$ cat src/include/mbra_consts.vh
// Constants for the multibyte register field access block
// Operation
// - Least significant byte of a multi-byte field sits at its base address.
// - Bits number from 0 at LSB; bits 7:0 low address, 15:8 next.
// - Atomic field lower bytes are staged, not applied until top byte written.
// - Writing atomic top byte applies staged bytes plus top byte at once.
// - Non-atomic field bytes take effect immediately and independently.
// - Block instance k sits at base plus k times stride.
// - Byte 8, half-word 16, word 32, double-word 64 bits.
// - Names with n prefix are active low, others active high; the code marks active low with an n suffix (arst_n_i).
`ifndef MBRA_CONSTS_VH
`define MBRA_CONSTS_VH
`define MBRA_BYTE_W      8
`define MBRA_HWORD_W     16
`define MBRA_WORD_W      32
`define MBRA_DWORD_W     64
`define MBRA_ADDR_W      8
`define MBRA_BLK_BASE    8'h10
`define MBRA_BLK_STRIDE  8'h08
`define MBRA_BLK_COUNT   2
`define MBRA_OFS_ATOM    3'h0
`define MBRA_OFS_PLAIN   3'h4
`define MBRA_TOP_LANE    2'h3
`define MBRA_RST_STAGE   24'h000000
`define MBRA_RST_ATOM    32'h00000000
`define MBRA_RST_PLAIN   32'h00000000
`endif

$ cat src/rtl/mbra_top.v
// Multibyte register field access: atomic and non-atomic fields in repeated blocks
`include "mbra_consts.vh"

module mbra_top (
   input  wire        clk_i,
   input  wire        arst_n_i,
   input  wire        wr_en_i,
   input  wire [7:0]  wr_addr_i,
   input  wire [7:0]  wr_data_i,
   input  wire [7:0]  rd_addr_i,
   output reg  [7:0]  rd_data_o,
   output reg  [31:0] atom0_o,
   output reg  [31:0] plain0_o,
   output reg  [31:0] atom1_o,
   output reg  [31:0] plain1_o,
   output reg         atom_upd_o
);

   // Field and staging widths: word fields, top byte never staged
   localparam FIELD_W = `MBRA_WORD_W;
   localparam STAGE_W = `MBRA_WORD_W - `MBRA_BYTE_W;

   // Reset release synchroniser; the n in the names marks active low
   reg               rst_meta_n_r;
   reg               rst_n_r;

   // Staging buffers for the lower bytes of the atomic fields
   reg [STAGE_W-1:0] stage0_r;
   reg [STAGE_W-1:0] stage1_r;

   // Next values of every register but the reset synchroniser
   reg [STAGE_W-1:0] stage0_nxt;
   reg [STAGE_W-1:0] stage1_nxt;
   reg [FIELD_W-1:0] atom0_nxt;
   reg [FIELD_W-1:0] atom1_nxt;
   reg [FIELD_W-1:0] plain0_nxt;
   reg [FIELD_W-1:0] plain1_nxt;
   reg               upd_nxt;
   reg [7:0]         rd_nxt;

   // Decode: instance index from base plus k times stride
   function [1:0] blk_hit;                              // Hit flag, instance
      input [7:0] a;
      reg   [7:0] rel;
      begin
         rel = a - `MBRA_BLK_BASE;
         if (a >= `MBRA_BLK_BASE &&
             rel < (`MBRA_BLK_STRIDE * `MBRA_BLK_COUNT))
            blk_hit = {1'b1, rel[3]};
         else
            blk_hit = 2'b00;
      end
   endfunction

   // Byte lane of a field (bits 7:0 at lowest address)
   function [31:0] put_byte;
      input [31:0] f;
      input [1:0]  lane;
      input [7:0]  d;
      begin
         put_byte = f;
         put_byte[lane*8 +: 8] = d;
      end
   endfunction

   // Stage one lower byte of an atomic field into its buffer
   function [23:0] put_stage;
      input [23:0] s;
      input [1:0]  lane;
      input [7:0]  d;
      reg   [31:0] t;
      begin
         t         = put_byte({8'h00, s}, lane, d);
         put_stage = t[23:0];
      end
   endfunction

   // Pick one byte lane of an applied field for the read path
   function [7:0] get_byte;
      input [31:0] f;
      input [1:0]  lane;
      begin
         get_byte = f[lane*8 +: 8];
      end
   endfunction

   // One-hot instance strobe: bit k for instance k
   function [1:0] inst_sel;
      input en;
      input inst;
      begin
         inst_sel = {en && inst, en && !inst};
      end
   endfunction

   // Write and read address decode
   wire [1:0] wh      = blk_hit(wr_addr_i);
   wire [1:0] rh      = blk_hit(rd_addr_i);
   wire [2:0] wo      = wr_addr_i[2:0];
   wire [2:0] ro      = rd_addr_i[2:0];
   wire       w_hit   = wh[1];
   wire       w_inst  = wh[0];
   wire       r_hit   = rh[1];
   wire       r_inst  = rh[0];
   wire       w_atom  = wr_en_i && w_hit && (wo < `MBRA_OFS_PLAIN);
   wire       w_plain = wr_en_i && w_hit && (wo >= `MBRA_OFS_PLAIN);
   wire       w_low   = w_atom && (wo[1:0] != `MBRA_TOP_LANE);
   wire       w_top   = w_atom && (wo[1:0] == `MBRA_TOP_LANE);
   wire       r_plain = (ro >= `MBRA_OFS_PLAIN);

   // Per-instance strobes
   wire [1:0] stage_we  = inst_sel(w_low, w_inst);
   wire [1:0] commit_we = inst_sel(w_top, w_inst);
   wire [1:0] plain_we  = inst_sel(w_plain, w_inst);

   // Reset synchroniser: asserts at once, releases after two edges
   always @(posedge clk_i or negedge arst_n_i) begin
      if (!arst_n_i) begin
         rst_meta_n_r <= 1'b0;
         rst_n_r      <= 1'b0;
      end else begin
         rst_meta_n_r <= 1'b1;
         rst_n_r      <= rst_meta_n_r;
      end
   end

   // Staging next value: lower bytes wait here, the latest write wins
   always @* begin
      stage0_nxt = stage0_r;
      stage1_nxt = stage1_r;
      if (stage_we[0]) begin
         stage0_nxt = put_stage(stage0_r, wo[1:0], wr_data_i);
      end
      if (stage_we[1]) begin
         stage1_nxt = put_stage(stage1_r, wo[1:0], wr_data_i);
      end
   end

   // Atomic next value: the top byte write applies the whole field at once
   always @* begin
      atom0_nxt = atom0_o;
      atom1_nxt = atom1_o;
      upd_nxt   = w_top;
      if (commit_we[0]) begin
         atom0_nxt = {wr_data_i, stage0_r};
      end
      if (commit_we[1]) begin
         atom1_nxt = {wr_data_i, stage1_r};
      end
   end

   // Non-atomic next value: each written byte takes effect on its own
   always @* begin
      plain0_nxt = plain0_o;
      plain1_nxt = plain1_o;
      if (plain_we[0]) begin
         plain0_nxt = put_byte(plain0_o, wo[1:0], wr_data_i);
      end
      if (plain_we[1]) begin
         plain1_nxt = put_byte(plain1_o, wo[1:0], wr_data_i);
      end
   end

   // Read next value: applied fields only, unmapped reads give zero
   always @* begin
      rd_nxt = 8'h00;
      if (r_hit) begin
         case ({r_plain, r_inst})
            2'b00:   rd_nxt = get_byte(atom0_o, ro[1:0]);
            2'b01:   rd_nxt = get_byte(atom1_o, ro[1:0]);
            2'b10:   rd_nxt = get_byte(plain0_o, ro[1:0]);
            2'b11:   rd_nxt = get_byte(plain1_o, ro[1:0]);
            default: rd_nxt = 8'h00;
         endcase
      end
   end

   // Staging buffers
   always @(posedge clk_i or negedge rst_n_r) begin
      if (!rst_n_r) begin
         stage0_r <= `MBRA_RST_STAGE;
         stage1_r <= `MBRA_RST_STAGE;
      end else begin
         stage0_r <= stage0_nxt;
         stage1_r <= stage1_nxt;
      end
   end

   // Applied atomic fields
   always @(posedge clk_i or negedge rst_n_r) begin
      if (!rst_n_r) begin
         atom0_o <= `MBRA_RST_ATOM;
         atom1_o <= `MBRA_RST_ATOM;
      end else begin
         atom0_o <= atom0_nxt;
         atom1_o <= atom1_nxt;
      end
   end

   // Commit pulse, one cycle after the top byte write
   always @(posedge clk_i or negedge rst_n_r) begin
      if (!rst_n_r) begin
         atom_upd_o <= 1'b0;
      end else begin
         atom_upd_o <= upd_nxt;
      end
   end

   // Applied non-atomic fields
   always @(posedge clk_i or negedge rst_n_r) begin
      if (!rst_n_r) begin
         plain0_o <= `MBRA_RST_PLAIN;
         plain1_o <= `MBRA_RST_PLAIN;
      end else begin
         plain0_o <= plain0_nxt;
         plain1_o <= plain1_nxt;
      end
   end

   // Read data register; a read in the write cycle sees the old value
   always @(posedge clk_i or negedge rst_n_r) begin
      if (!rst_n_r) begin
         rd_data_o <= 8'h00;
      end else begin
         rd_data_o <= rd_nxt;
      end
   end

endmodule

$ cat config.mk
export PLATFORM = sky130hd
export DESIGN_NAME = mbra_top
export DESIGN_NICKNAME = d
export VERILOG_FILES = /design/src/rtl/mbra_top.v
export VERILOG_INCLUDE_DIRS = /design/src /design/src/include
export SDC_FILE = /design/constraint.sdc
export NUM_CORES = 1
export LEC_CHECK = 0
export BUFFER_PORTS_ARGS = -buffer_cell sky130_fd_sc_hd__buf_2
export CORE_MARGIN = 8
export CORE_UTILIZATION = 50
export CTS_CLUSTER_SIZE = 10
export DETAILED_ROUTE_END_ITERATION = 6
export PLACE_DENSITY = 0.74
export SYNTH_ARGS = -nofsm -noshare
export SYNTH_HDL_FRONTEND = slang
export SYNTH_SLANG_ARGS = --single-unit
$ cat constraint.sdc
create_clock -name clk_i -period 6.9 [get_ports clk_i]
set_input_delay 0 -clock clk_i [delete_from_list [all_inputs] [get_ports clk_i]]
set_output_delay 0 -clock clk_i [all_outputs]
set_load 0.03 [all_outputs]
==> summary.txt, run 1 <==
Route
  • ANT nets after route: 0
  • Highest metal used: met4
  • Initial DRC count: about 560
  • Detailed-route via count: approximately 6200
  • Vias per cell: 5.897
  • Wire per inst: 23.46 um
  • Pre-antenna DRT Iters: 5
  • DRC viols: 0
  • Final wirelength: 24560 um
  • DR WL met3: 2500 um
  • DR WL met2: 11810 um
  • Met1 WL: 9726 um

Synthesis
  • Synth cell types: 38
  • Synth area leaders: dfrtp_1 (58%), mux2_2 (8.4%), nand2_1 (6.6%), mux4_2 (6.5%), o21ai_0 (5.9%)
  • Post-synthesis area per instance: between 10 and 15 um2
  • Post-synth net total: slightly below 700
  • Main synth FF type: dfrtp_1
  • Number of flops mapped to enable cells by yosys: 0
  • Complex-gate fraction of the synthesized area: 11.57%
  • Post-synth top area cell: dfrtp_1
  • Largest family of logic cells by synthesized area: multiplexers
  • FF+latch count, synth: 187
  • Syn Std Cell Area: 8025 um2
  • Yosys warnings: 0
  • Synth Area in Adders: 0.7795%
  • Mux cell area share after synthesis: 16.43%
  • Simple-gate portion of the synthesized area: 9.620%
  • Synth Instances: 660
  • XOR/XNOR share of the synthesized area: 0%
  • Fraction of registers with async set/reset: 100.0%
  • Synth top area share: 58.31%
  • Post-synthesis sequential area ratio: 58.31%

Min path
  • Hold Crit Depth: 3
  • Worst Hold End: plain0_o[30]$_DFFE_PN0P_
  • Min-delay worst type: in -> reg
  • Critical hold path startpoint: wr_data_i[6]

Power and ir drop
  • Peak supply drop: 0.0001601 V
  • Clock share of power: between 40% and 50%
  • Total power: about 2200 uW
  • Switching share of total power: 23.85%
  • Power per cell area: between 200 and 250 nW/um2
  • Leakage: a little under 0.005 uW
  • Seq pwr share: about half
  • Combinational power share: 6.5%
  • Internal power: 1687 uW
  • NetSw: 528.3 uW

Final layout
  • Final Util: 61.24%
  • # nets final: 851
  • Fraction of layout cells with a size suffix above 1: between 30% and 40%
  • Area growth from synthesis to layout: 20.35%
  • Ant diodes: 0

Placement
  • Pre-CTS setup slack: 4.236 ns
  • Detailed placer's ending HPWL: roughly 17000 um
  • Gp weighted congestion: between 0.8 and 0.9
  • Port Buffers: about 160

Setup path
  • Worst setup EP type: flop
  • R2R Path End: rd_data_o[4]$_DFF_PN0_
  • WP data arrival: 3.71 ns
  • R2R depth: 4
  • Worst reg2reg setup slack: roughly 4.8 ns
  • Critical path launch point type: input port
  • Critical Path Fanout Max: 25
  • Critical Path RT: 7.26 ns
  • Crit path from: rd_addr_i[7]
  • Worst R2R Start: plain1_o[12]$_DFFE_PN0P_
  • Critical path class: in -> reg

Timing
  • Final Cycle Share: 48.47%
  • Worst Tran Pin Value: 1.290 ns
  • Slew headroom: between 10% and 20%
  • Setup Skew: ~0.0062 ns
  • Fmax: 0.2990 GHz
  • Min Clock Period, post-route: 3.344 ns
  • # setup viols final: 0
  • Slew Viols, Final: 0
  • Post-route setup slack: 3.556 ns
  • Final hold viol count: 0
  • Post-Route Setup TNS: 0 ns
  • RSZ-0062 raised after global routing: false

Clock tree
  • Worst skew pair latency: around 0.43 ns
  • Max clock buf depth: 2
  • Cell chosen for the clock root: clkbuf_16
  • Clock-pin slew on the worst setup and hold paths: approximately 0.07 ns
  • TritonCTS clock tree: done
  • Cts bufs inserted: 17
  • TritonCTS Sinks: 187
  • H-tree Lvls: 4

Floorplan
  • Std-Cell Rows: 46
  • Die Ht: about 140 um
  • Core ar.: 15770 um2
  • IO Pins: between 150 and 200
  • Die width: 142.7 um
  • Die area: between 20000 and 25000 um2
  • Starting Density: 50.89%

Global routing
  • Antenna violations before repair: 0
  • Grt ovf: 0
  • First-pass GRT wire length: 37770 um
  • Vias in the first global route: 6465
  • GRT Overall Usage: 24.83%
  • Largest net degree at the start of global routing: 83

Outcome
  • Status: finished clean

Run
  • # Max-Cap Violations: 0
-- power by group through the flow --
stage                     registers, uW  clock network (uW)  logic [uW]
after floorplan                    1170                   0        57.0
final                              1120                 946         144
after global routing               1130                1000         157
after global placement             1140                   0         135
after detailed placement           1140                   0         138
after CTS                          1120                 954         145
-- critical path, cell delays in order --
cell	delay, ns
dlygate4sd3_1	0.54
buf_2	0.12
nor4b_2	0.22
dlygate4sd3_1	0.58
buf_4	0.16
and2_2	0.68
a221oi_1	0.21
a211o_1	0.32
a311oi_1	0.28
dlygate4sd3_1	0.59
-- area by class of cell --
class,instances,area [um2]
Timing Repair Buffer,185,1018
Inverter,6,22.52
Clock buffer,21,480.5
Multi-Input combinational cell,422,3092
Fill cell,1274,6112
Tap cell,216,270.3
Sequential cell,187,4683
Clock inverter,10,91.34
-- synthesized netlist by cell type (5+ instances only) --
| cell | n |
|---|---|
| a21oi_1 | 9 |
| a221o_1 | 7 |
| a32o_1 | 24 |
| buf_2 | 16 |
| buf_4 | 7 |
| clkbuf_1 | 19 |
| dfrtp_1 | 187 |
| ha_1 | 5 |
| inv_1 | 6 |
| mux2_2 | 60 |
| mux2i_1 | 8 |
| mux4_2 | 23 |
| nand2_1 | 141 |
| nand3_1 | 5 |
| nor3_1 | 8 |
| o21ai_0 | 95 |
| o22ai_1 | 7 |
-- routing by layer --
| layer | global-route usage, % | vias to the layer above |
|---|---|---|
| met3 | 7.947 | 46 |
| met1 | 31.21 | 3110 |
| li1 | - | 2692 |
| met5 | 0 | - |
| met4 | 9.396 | 0 |
| met2 | 39.40 | 326 |
-- sequential cells by signal, summed over array words and instances, names as in the netlist, 8 cells and up --
name / cells
plain0_o: 32
rd_data_o: 8
atom1_o: 32
atom0_o: 32
stage0_r: 24
plain1_o: 32
stage1_r: 24
-- worst max-delay path by stage --
stage,end
final,rd_data_o[4]$_DFF_PN0_
after global routing,rd_data_o[4]$_DFF_PN0_
after CTS,rd_data_o[4]$_DFF_PN0_
after detailed placement,rd_data_o[4]$_DFF_PN0_
after global placement,rd_data_o[2]$_DFF_PN0_
after floorplan,atom0_o[0]$_DFFE_PN0P_
-- cells in the final DEF, fill, tap and decap left out, drive strengths merged, types with 8 or more instances in the layout --
master,instances
mux2,64
a21oi,9
mux2i,8
nand2,142
o21ai,96
buf,170
clkbuf,21
a32o,24
dfrtp,187
mux4,23
dlygate4sd3,15
nor3,8
-- logic make-up (layout without fill, tap and decap cells) --
kind of cell,after synthesis,count (layout)
muxes,95,95
DFF,187,187
AOI/OAI and AO/OA,149,149
other,1,1
buffers and inverters,51,222
adders and majority gates,5,5
and+or+nand+nor,172,172
-- per-stage QoR --
step	instances	hold slack, ns	area, um2
final	1047	0.01986	9658
after global routing	1047	0.02103	9658
after CTS	1047	0.007580	9657
after detailed placement	1001	-0.2108	8935
after global placement	1001	-0.2119	8935
after floorplan	660	-0.2956	8025
-- timing repair --
item | in CTS | in global routing
buffers inserted | 0 | 0
hold buffers | 15 | 0
setup endpoints to repair | 0 | 0
hold endpoints to repair | 22 | 0
resized for setup | 0 | 0
No activity file was read; power rests on OpenSTA's default activity.
==> run 2, diff against run 1 <==
clock period = 3.5 ns   (was 6.9 ns; I/O delays follow)
==> summary.txt, run 2 (synthesis results as in run 1) <==
Floorplan
  • Die Ht: 142.7 um
  • Starting Density: 50.89%
  • IO Pins: roughly 160
  • Die area: 20360 um2
  • Core ar.: 15770 um2
  • Std-Cell Rows: 46
  • Die width: approximately 140 um

Final layout
  • Fraction of layout cells with a size suffix above 1: 35.24%
  • Final instance area: 9803 um2
  • Ant diodes: 0
  • Finished Layout Cells: 1053
  • Commonest non-fill, non-tap cell in the layout: dfrtp_1
  • Final-layout fill cell count: 1273
  • Most frequent cells in the layout: dfrtp_1 (186), buf_2 (163), nand2_1 (141)
  • Area growth from synthesis to layout: 22.15%
  • # nets final: ~860

Route
  • Initial DRC count: 565
  • Detailed-route via count: about 6300
  • Wire per inst: 23.18 um
  • Vias per cell: a little under 6
  • ANT nets after route: 0
  • Pre-antenna DRT Iters: 5
  • Final wirelength: 24400 um
  • DRC viols: 0

Clock tree
  • Worst skew pair latency: 0.43 ns
  • Hold buffers post-CTS: 16
  • Cell chosen for the clock root: clkbuf_16
  • TritonCTS Sinks: 187
  • Cts bufs inserted: 17
  • Max clock buf depth: 2
  • Clock-pin slew on the worst setup and hold paths: 0.07 ns
  • TritonCTS clock tree: done
  • Postcts setup bufs: 0
  • H-tree Lvls: 4
  • # resized after CTS: 0

Power and ir drop
  • Switching share of total power: 22.23%
  • Peak supply drop: 0.0003503 V
  • Leakage: 0.004951 uW
  • Combinational power share: 6.1%
  • Total power: 4680 uW
  • Clock share of power: 46.5%
  • Power per cell area: 477.4 nW/um2
  • Seq pwr share: 47.4%
  • NetSw: 1040 uW
  • Internal power: ~3600 uW

Timing
  • Final hold viol count: 0
  • Post-Route Setup TNS: 0 ns
  • Min Clock Period, post-route: 3.242 ns
  • Slew headroom: 30.16%
  • Slew Viols, Final: 0
  • Fmax: 0.3085 GHz
  • Worst Tran Pin Value: roughly 1.0 ns
  • # setup viols final: 0
  • Setup Skew: 0.01041 ns
  • Final Cycle Share: 92.63%
  • RSZ-0062 raised after global routing: false

Setup path
  • Worst reg2reg setup slack: about 1.4 ns
  • Worst setup EP type: flop
  • Critical path class: in -> reg
  • Critical path launch point type: input port
  • Critical Path RT: roughly 3.8 ns
  • Critical Path Fanout Max: 20
  • WP data arrival: 3.56 ns

Global routing
  • Largest net degree at the start of global routing: 120
  • Vias in the first global route: approximately 6400
  • First-pass GRT wire length: 37560 um
  • Antenna violations before repair: 0
  • Grt ovf: 0
  • GRT Overall Usage: between 20% and 30%

Placement
  • Port Buffers: between 150 and 200
  • Placed instance count: 1005
  • Cell area after placement: around 9000 um2
  • Gp weighted congestion: between 0.9 and 1
  • Detailed placer's ending HPWL: 17190 um

Run
  • # Max-Cap Violations: 0

Min path
  • Min-delay worst type: in -> reg

Outcome
  • Status: finished clean
## run 2: metal layers
layer	vias up	wire length, um	part of all wire, %	track usage, %
met4	0	596	2.4	9.508
li1	2697	-	-	-
met1	3258	9904	41	31.75
met5	-	0	0	0
met2	298	11640	48	38.78
met3	33	2267	9.3	7.746
## run 2: final cells by class
| class | instances | area, um2 | area share (%) |
|---|---|---|---|
| tap | 216 | 270.3 | 2.757 |
| clock inverter | 11 | 215.2 | 2.195 |
| multi-input combinational | 422 | 3090 | 31.53 |
| sequential | 187 | 4683 | 47.77 |
| timing repair buffer | 190 | 1071 | 10.93 |
| clock buffer | 21 | 450.4 | 4.595 |
| inverter | 6 | 22.52 | 0.2297 |
## run 2: path summary, 6_finish.rpt
kind,to,startpoint,depth (start not counted)
hold / removal,stage1_r[2]$_DFFE_PN0P_,wr_addr_i[3],3
setup / recovery,rd_data_o[4]$_DFF_PN0_,rd_addr_i[6],11
setup reg to reg,rd_data_o[4]$_DFF_PN0_,plain1_o[12]$_DFFE_PN0P_,4
min in group asynchronous,atom1_o[3]$_DFFE_PN0P_,rst_n_r$_DFF_PN0_,0
max in group asynchronous,atom0_o[22]$_DFFE_PN0P_,rst_n_r$_DFF_PN0_,1
hold reg to reg,atom1_o[3]$_DFFE_PN0P_,rst_n_r$_DFF_PN0_,0
## run 2: worst max-delay path: stages
cell and delay (ns):
dlygate4sd3_1 0.53, buf_2 0.12, nor4b_2 0.24, dlygate4sd3_1 0.58, buf_4 0.18, and2_1 0.30, buf_4 0.38, o21ai_0 0.14
a221oi_1 0.41, a311oi_1 0.08, dlygate4sd3_1 0.57
## run 2: metrics by stage
step	hold WS, ns	utilization, %	worst slack (ns)
after floorplan	-0.2956	-	0.4149
after global placement	-0.2145	56.93	1.461
after detailed placement	-0.2140	56.93	1.348
after CTS	0.1177	62.16	0.3133
after global routing	0.1582	62.16	0.1204
final	0.1329	62.16	0.2581
## run 2: power by group through the flow
stage / clock, uW / combinational [uW] / sequential (uW)
5_1_grt: 2290 / 312 / 2220
2_1_floorplan: 0 / 112 / 2310
3_5_place_dp: 0 / 274 / 2260
3_3_place_gp: 0 / 266 / 2260
4_1_cts: 2200 / 288 / 2220
6_report: 2170 / 287 / 2220
==> run 3, diff against run 2 <==
CORE_ASPECT_RATIO = 1.75   (was default)
==> summary.txt, run 3 (synthesis results as in run 1) <==
Outcome
  • Status: finished clean

Final layout
  • Commonest non-fill, non-tap cell in the layout: dfrtp_1
  • Fraction of layout cells with a size suffix above 1: 35.63%
  • # nets final: 847
  • Final instance area: between 9000 and 10000 um2
  • Final-layout fill cell count: 1251
  • Area growth from synthesis to layout: 20.50%
  • Most frequent cells in the layout: dfrtp_1 (186), buf_2 (163), nand2_1 (141)

Clock tree
  • Postcts setup bufs: 0
  • Cell chosen for the clock root: clkbuf_16
  • Clock-pin slew on the worst setup and hold paths: 0.07 ns
  • TritonCTS clock tree: done
  • TritonCTS Sinks: between 150 and 200
  • Worst skew pair latency: 0.43 ns
  • # resized after CTS: 0
  • H-tree Lvls: 4
  • Max clock buf depth: 2
  • Cts bufs inserted: 17

Setup path
  • Critical path class: in -> reg
  • R2R Path End: rd_data_o[4]$_DFF_PN0_
  • Slowest stage delay, CP: 0.59 ns
  • Crit path cell chain: buf_2 > nor4b_2 > buf_4 > and2_1 > a221oi_1 > a211o_1 > a311oi_1 > dlygate4sd3_1
  • Critical Path RT: 3.86 ns
  • R2R depth: 4
  • WP data arrival: 2.41 ns
  • Worst setup EP type: flop
  • Cell at the slowest stage of the critical path: dlygate4sd3_1
  • Worst R2R Start: plain1_o[12]$_DFFE_PN0P_
  • Worst reg2reg setup slack: 1.55 ns
  • Critical path launch point type: input port
  • Critical Path Fanout Max: 11

Route
  • Wire per inst: 24.53 um
  • Vias per cell: approximately 6.1
  • Final wirelength: between 20000 and 25000 um
  • DRC viols: 0
  • Initial DRC count: 478
  • Detailed-route via count: about 6300
  • ANT nets after route: 0
  • Pre-antenna DRT Iters: 5

Placement
  • Detailed placer's ending HPWL: 18290 um
  • Cell area after placement: 8921 um2
  • Gp weighted congestion: between 0.9 and 1
  • Port Buffers: between 150 and 200

Power and ir drop
  • Leakage: 0.004888 uW
  • Total power: 4596 uW
  • Peak supply drop: around 0.00030 V
  • Power per cell area: about 480 nW/um2

Timing
  • Worst Tran Pin Value: 1.138 ns
  • Slew headroom: 23.53%
  • Fmax: 0.4882 GHz
  • Post-Route Setup TNS: 0 ns
  • RSZ-0062 raised after global routing: false
  • Setup Skew: between 0.01 and 0.015 ns
  • # setup viols final: 0
  • Min Clock Period, post-route: slightly above 2 ns
  • Minimum hold slack: 0.01702 ns
  • Final Cycle Share: 58.53%
  • Final hold viol count: 0
  • Slew Viols, Final: 0

Floorplan
  • Die area: 20520 um2
  • IO Pins: 164
  • Core ar.: 15800 um2
  • Std-Cell Rows: 61
  • Die width: 111.8 um
  • Starting Density: about 50%
  • Die Ht: 183.6 um

Min path
  • Critical hold path startpoint: rd_addr_i[7]
  • Min-delay worst type: in -> reg
  • Hold Crit Depth: 5
  • Worst Hold End: rd_data_o[3]$_DFF_PN0_

Global routing
  • GRT Overall Usage: 25.07%
  • Antenna violations before repair: 1
  • Vias in the first global route: 6591
  • Grt ovf: 0
  • First-pass GRT wire length: just under 40000 um
  • Largest net degree at the start of global routing: 186

Run
  • # Max-Cap Violations: 0
## run 3: changes by cell type in the layout (fill, tap and decap cells not counted), sizes merged
cell / previous run / this run
clkbuf: 21 / 18
clkinvlp: 1 / 4
clkinv: 3 / 1
bufinv: 6 / 4
diode: 0 / 1
dlygate4sd3: 16 / 10
buf: 174 / 171
inv: 7 / 11
## run 3: how the worst max path moves through the flow
stage                      startpoint                 endpoint  cells after the start
detailed placement       wr_addr_i[0]  plain0_o[9]$_DFFE_PN0P_                      6
global placement         rd_addr_i[6]   rd_data_o[1]$_DFF_PN0_                      8
floorplan           rst_n_r$_DFF_PN0_   atom0_o[0]$_DFFE_PN0P_                      0
global route             rd_addr_i[6]   rd_data_o[4]$_DFF_PN0_                      8
finish                   rd_addr_i[6]   rd_data_o[4]$_DFF_PN0_                      8
CTS                      rd_addr_i[6]   rd_data_o[4]$_DFF_PN0_                      8
## run 3: layout make-up
class                   instances  area (um2)  share of cell area, %
diodes                          1       2.502                0.02588
clock buffers                  18       439.2                  4.541
clock inverters                14       207.7                  2.148
inverters                       6       22.52                 0.2329
multi-input cells             422        3090                  31.96
flip-flops and latches        187        4683                  48.43
well taps                     189       236.5                  2.445
repair buffers                181       988.4                  10.22
## run 3: power by group
group	switching (uW)	internal, uW
Clock	863	1230
Sequential	24.3	2190
Combinational	203	86.1
## run 3: metal layers
layer  track usage (%)  up-vias  part of all wire, %
met5                 0        -                    0
met4             15.96        0                  5.4
met1             27.92     3181                   36
li1                  -     2687                    -
met2             42.79      315                   52
met3             5.526       74                  6.7
## run 3: worst max-delay path: cells and delay by family
| family | cells | cell delay [ns] |
|---|---|---|
| AO/OA/AOI/OAI | 3 | 0.74 |
| AND/OR/NAND/NOR | 2 | 0.76 |
| buffers and inverters | 3 | 0.90 |
## run 3: per-stage QoR
step           std cells  utilization [%]  setup WS, ns
2_1_floorplan        660                -        0.4149
3_3_place_gp         975            56.47         1.435
3_5_place_dp         975            56.47         1.335
4_1_cts             1017            61.19         1.440
5_1_grt             1018            61.21         1.343
6_report            1018            61.21         1.451
## run 3: what timing repair did
item / CTS / global route
endpoints found under the setup margin: 0 / 0
hold endpoints to repair: 12 / 0
hold buffers: 10 / 0
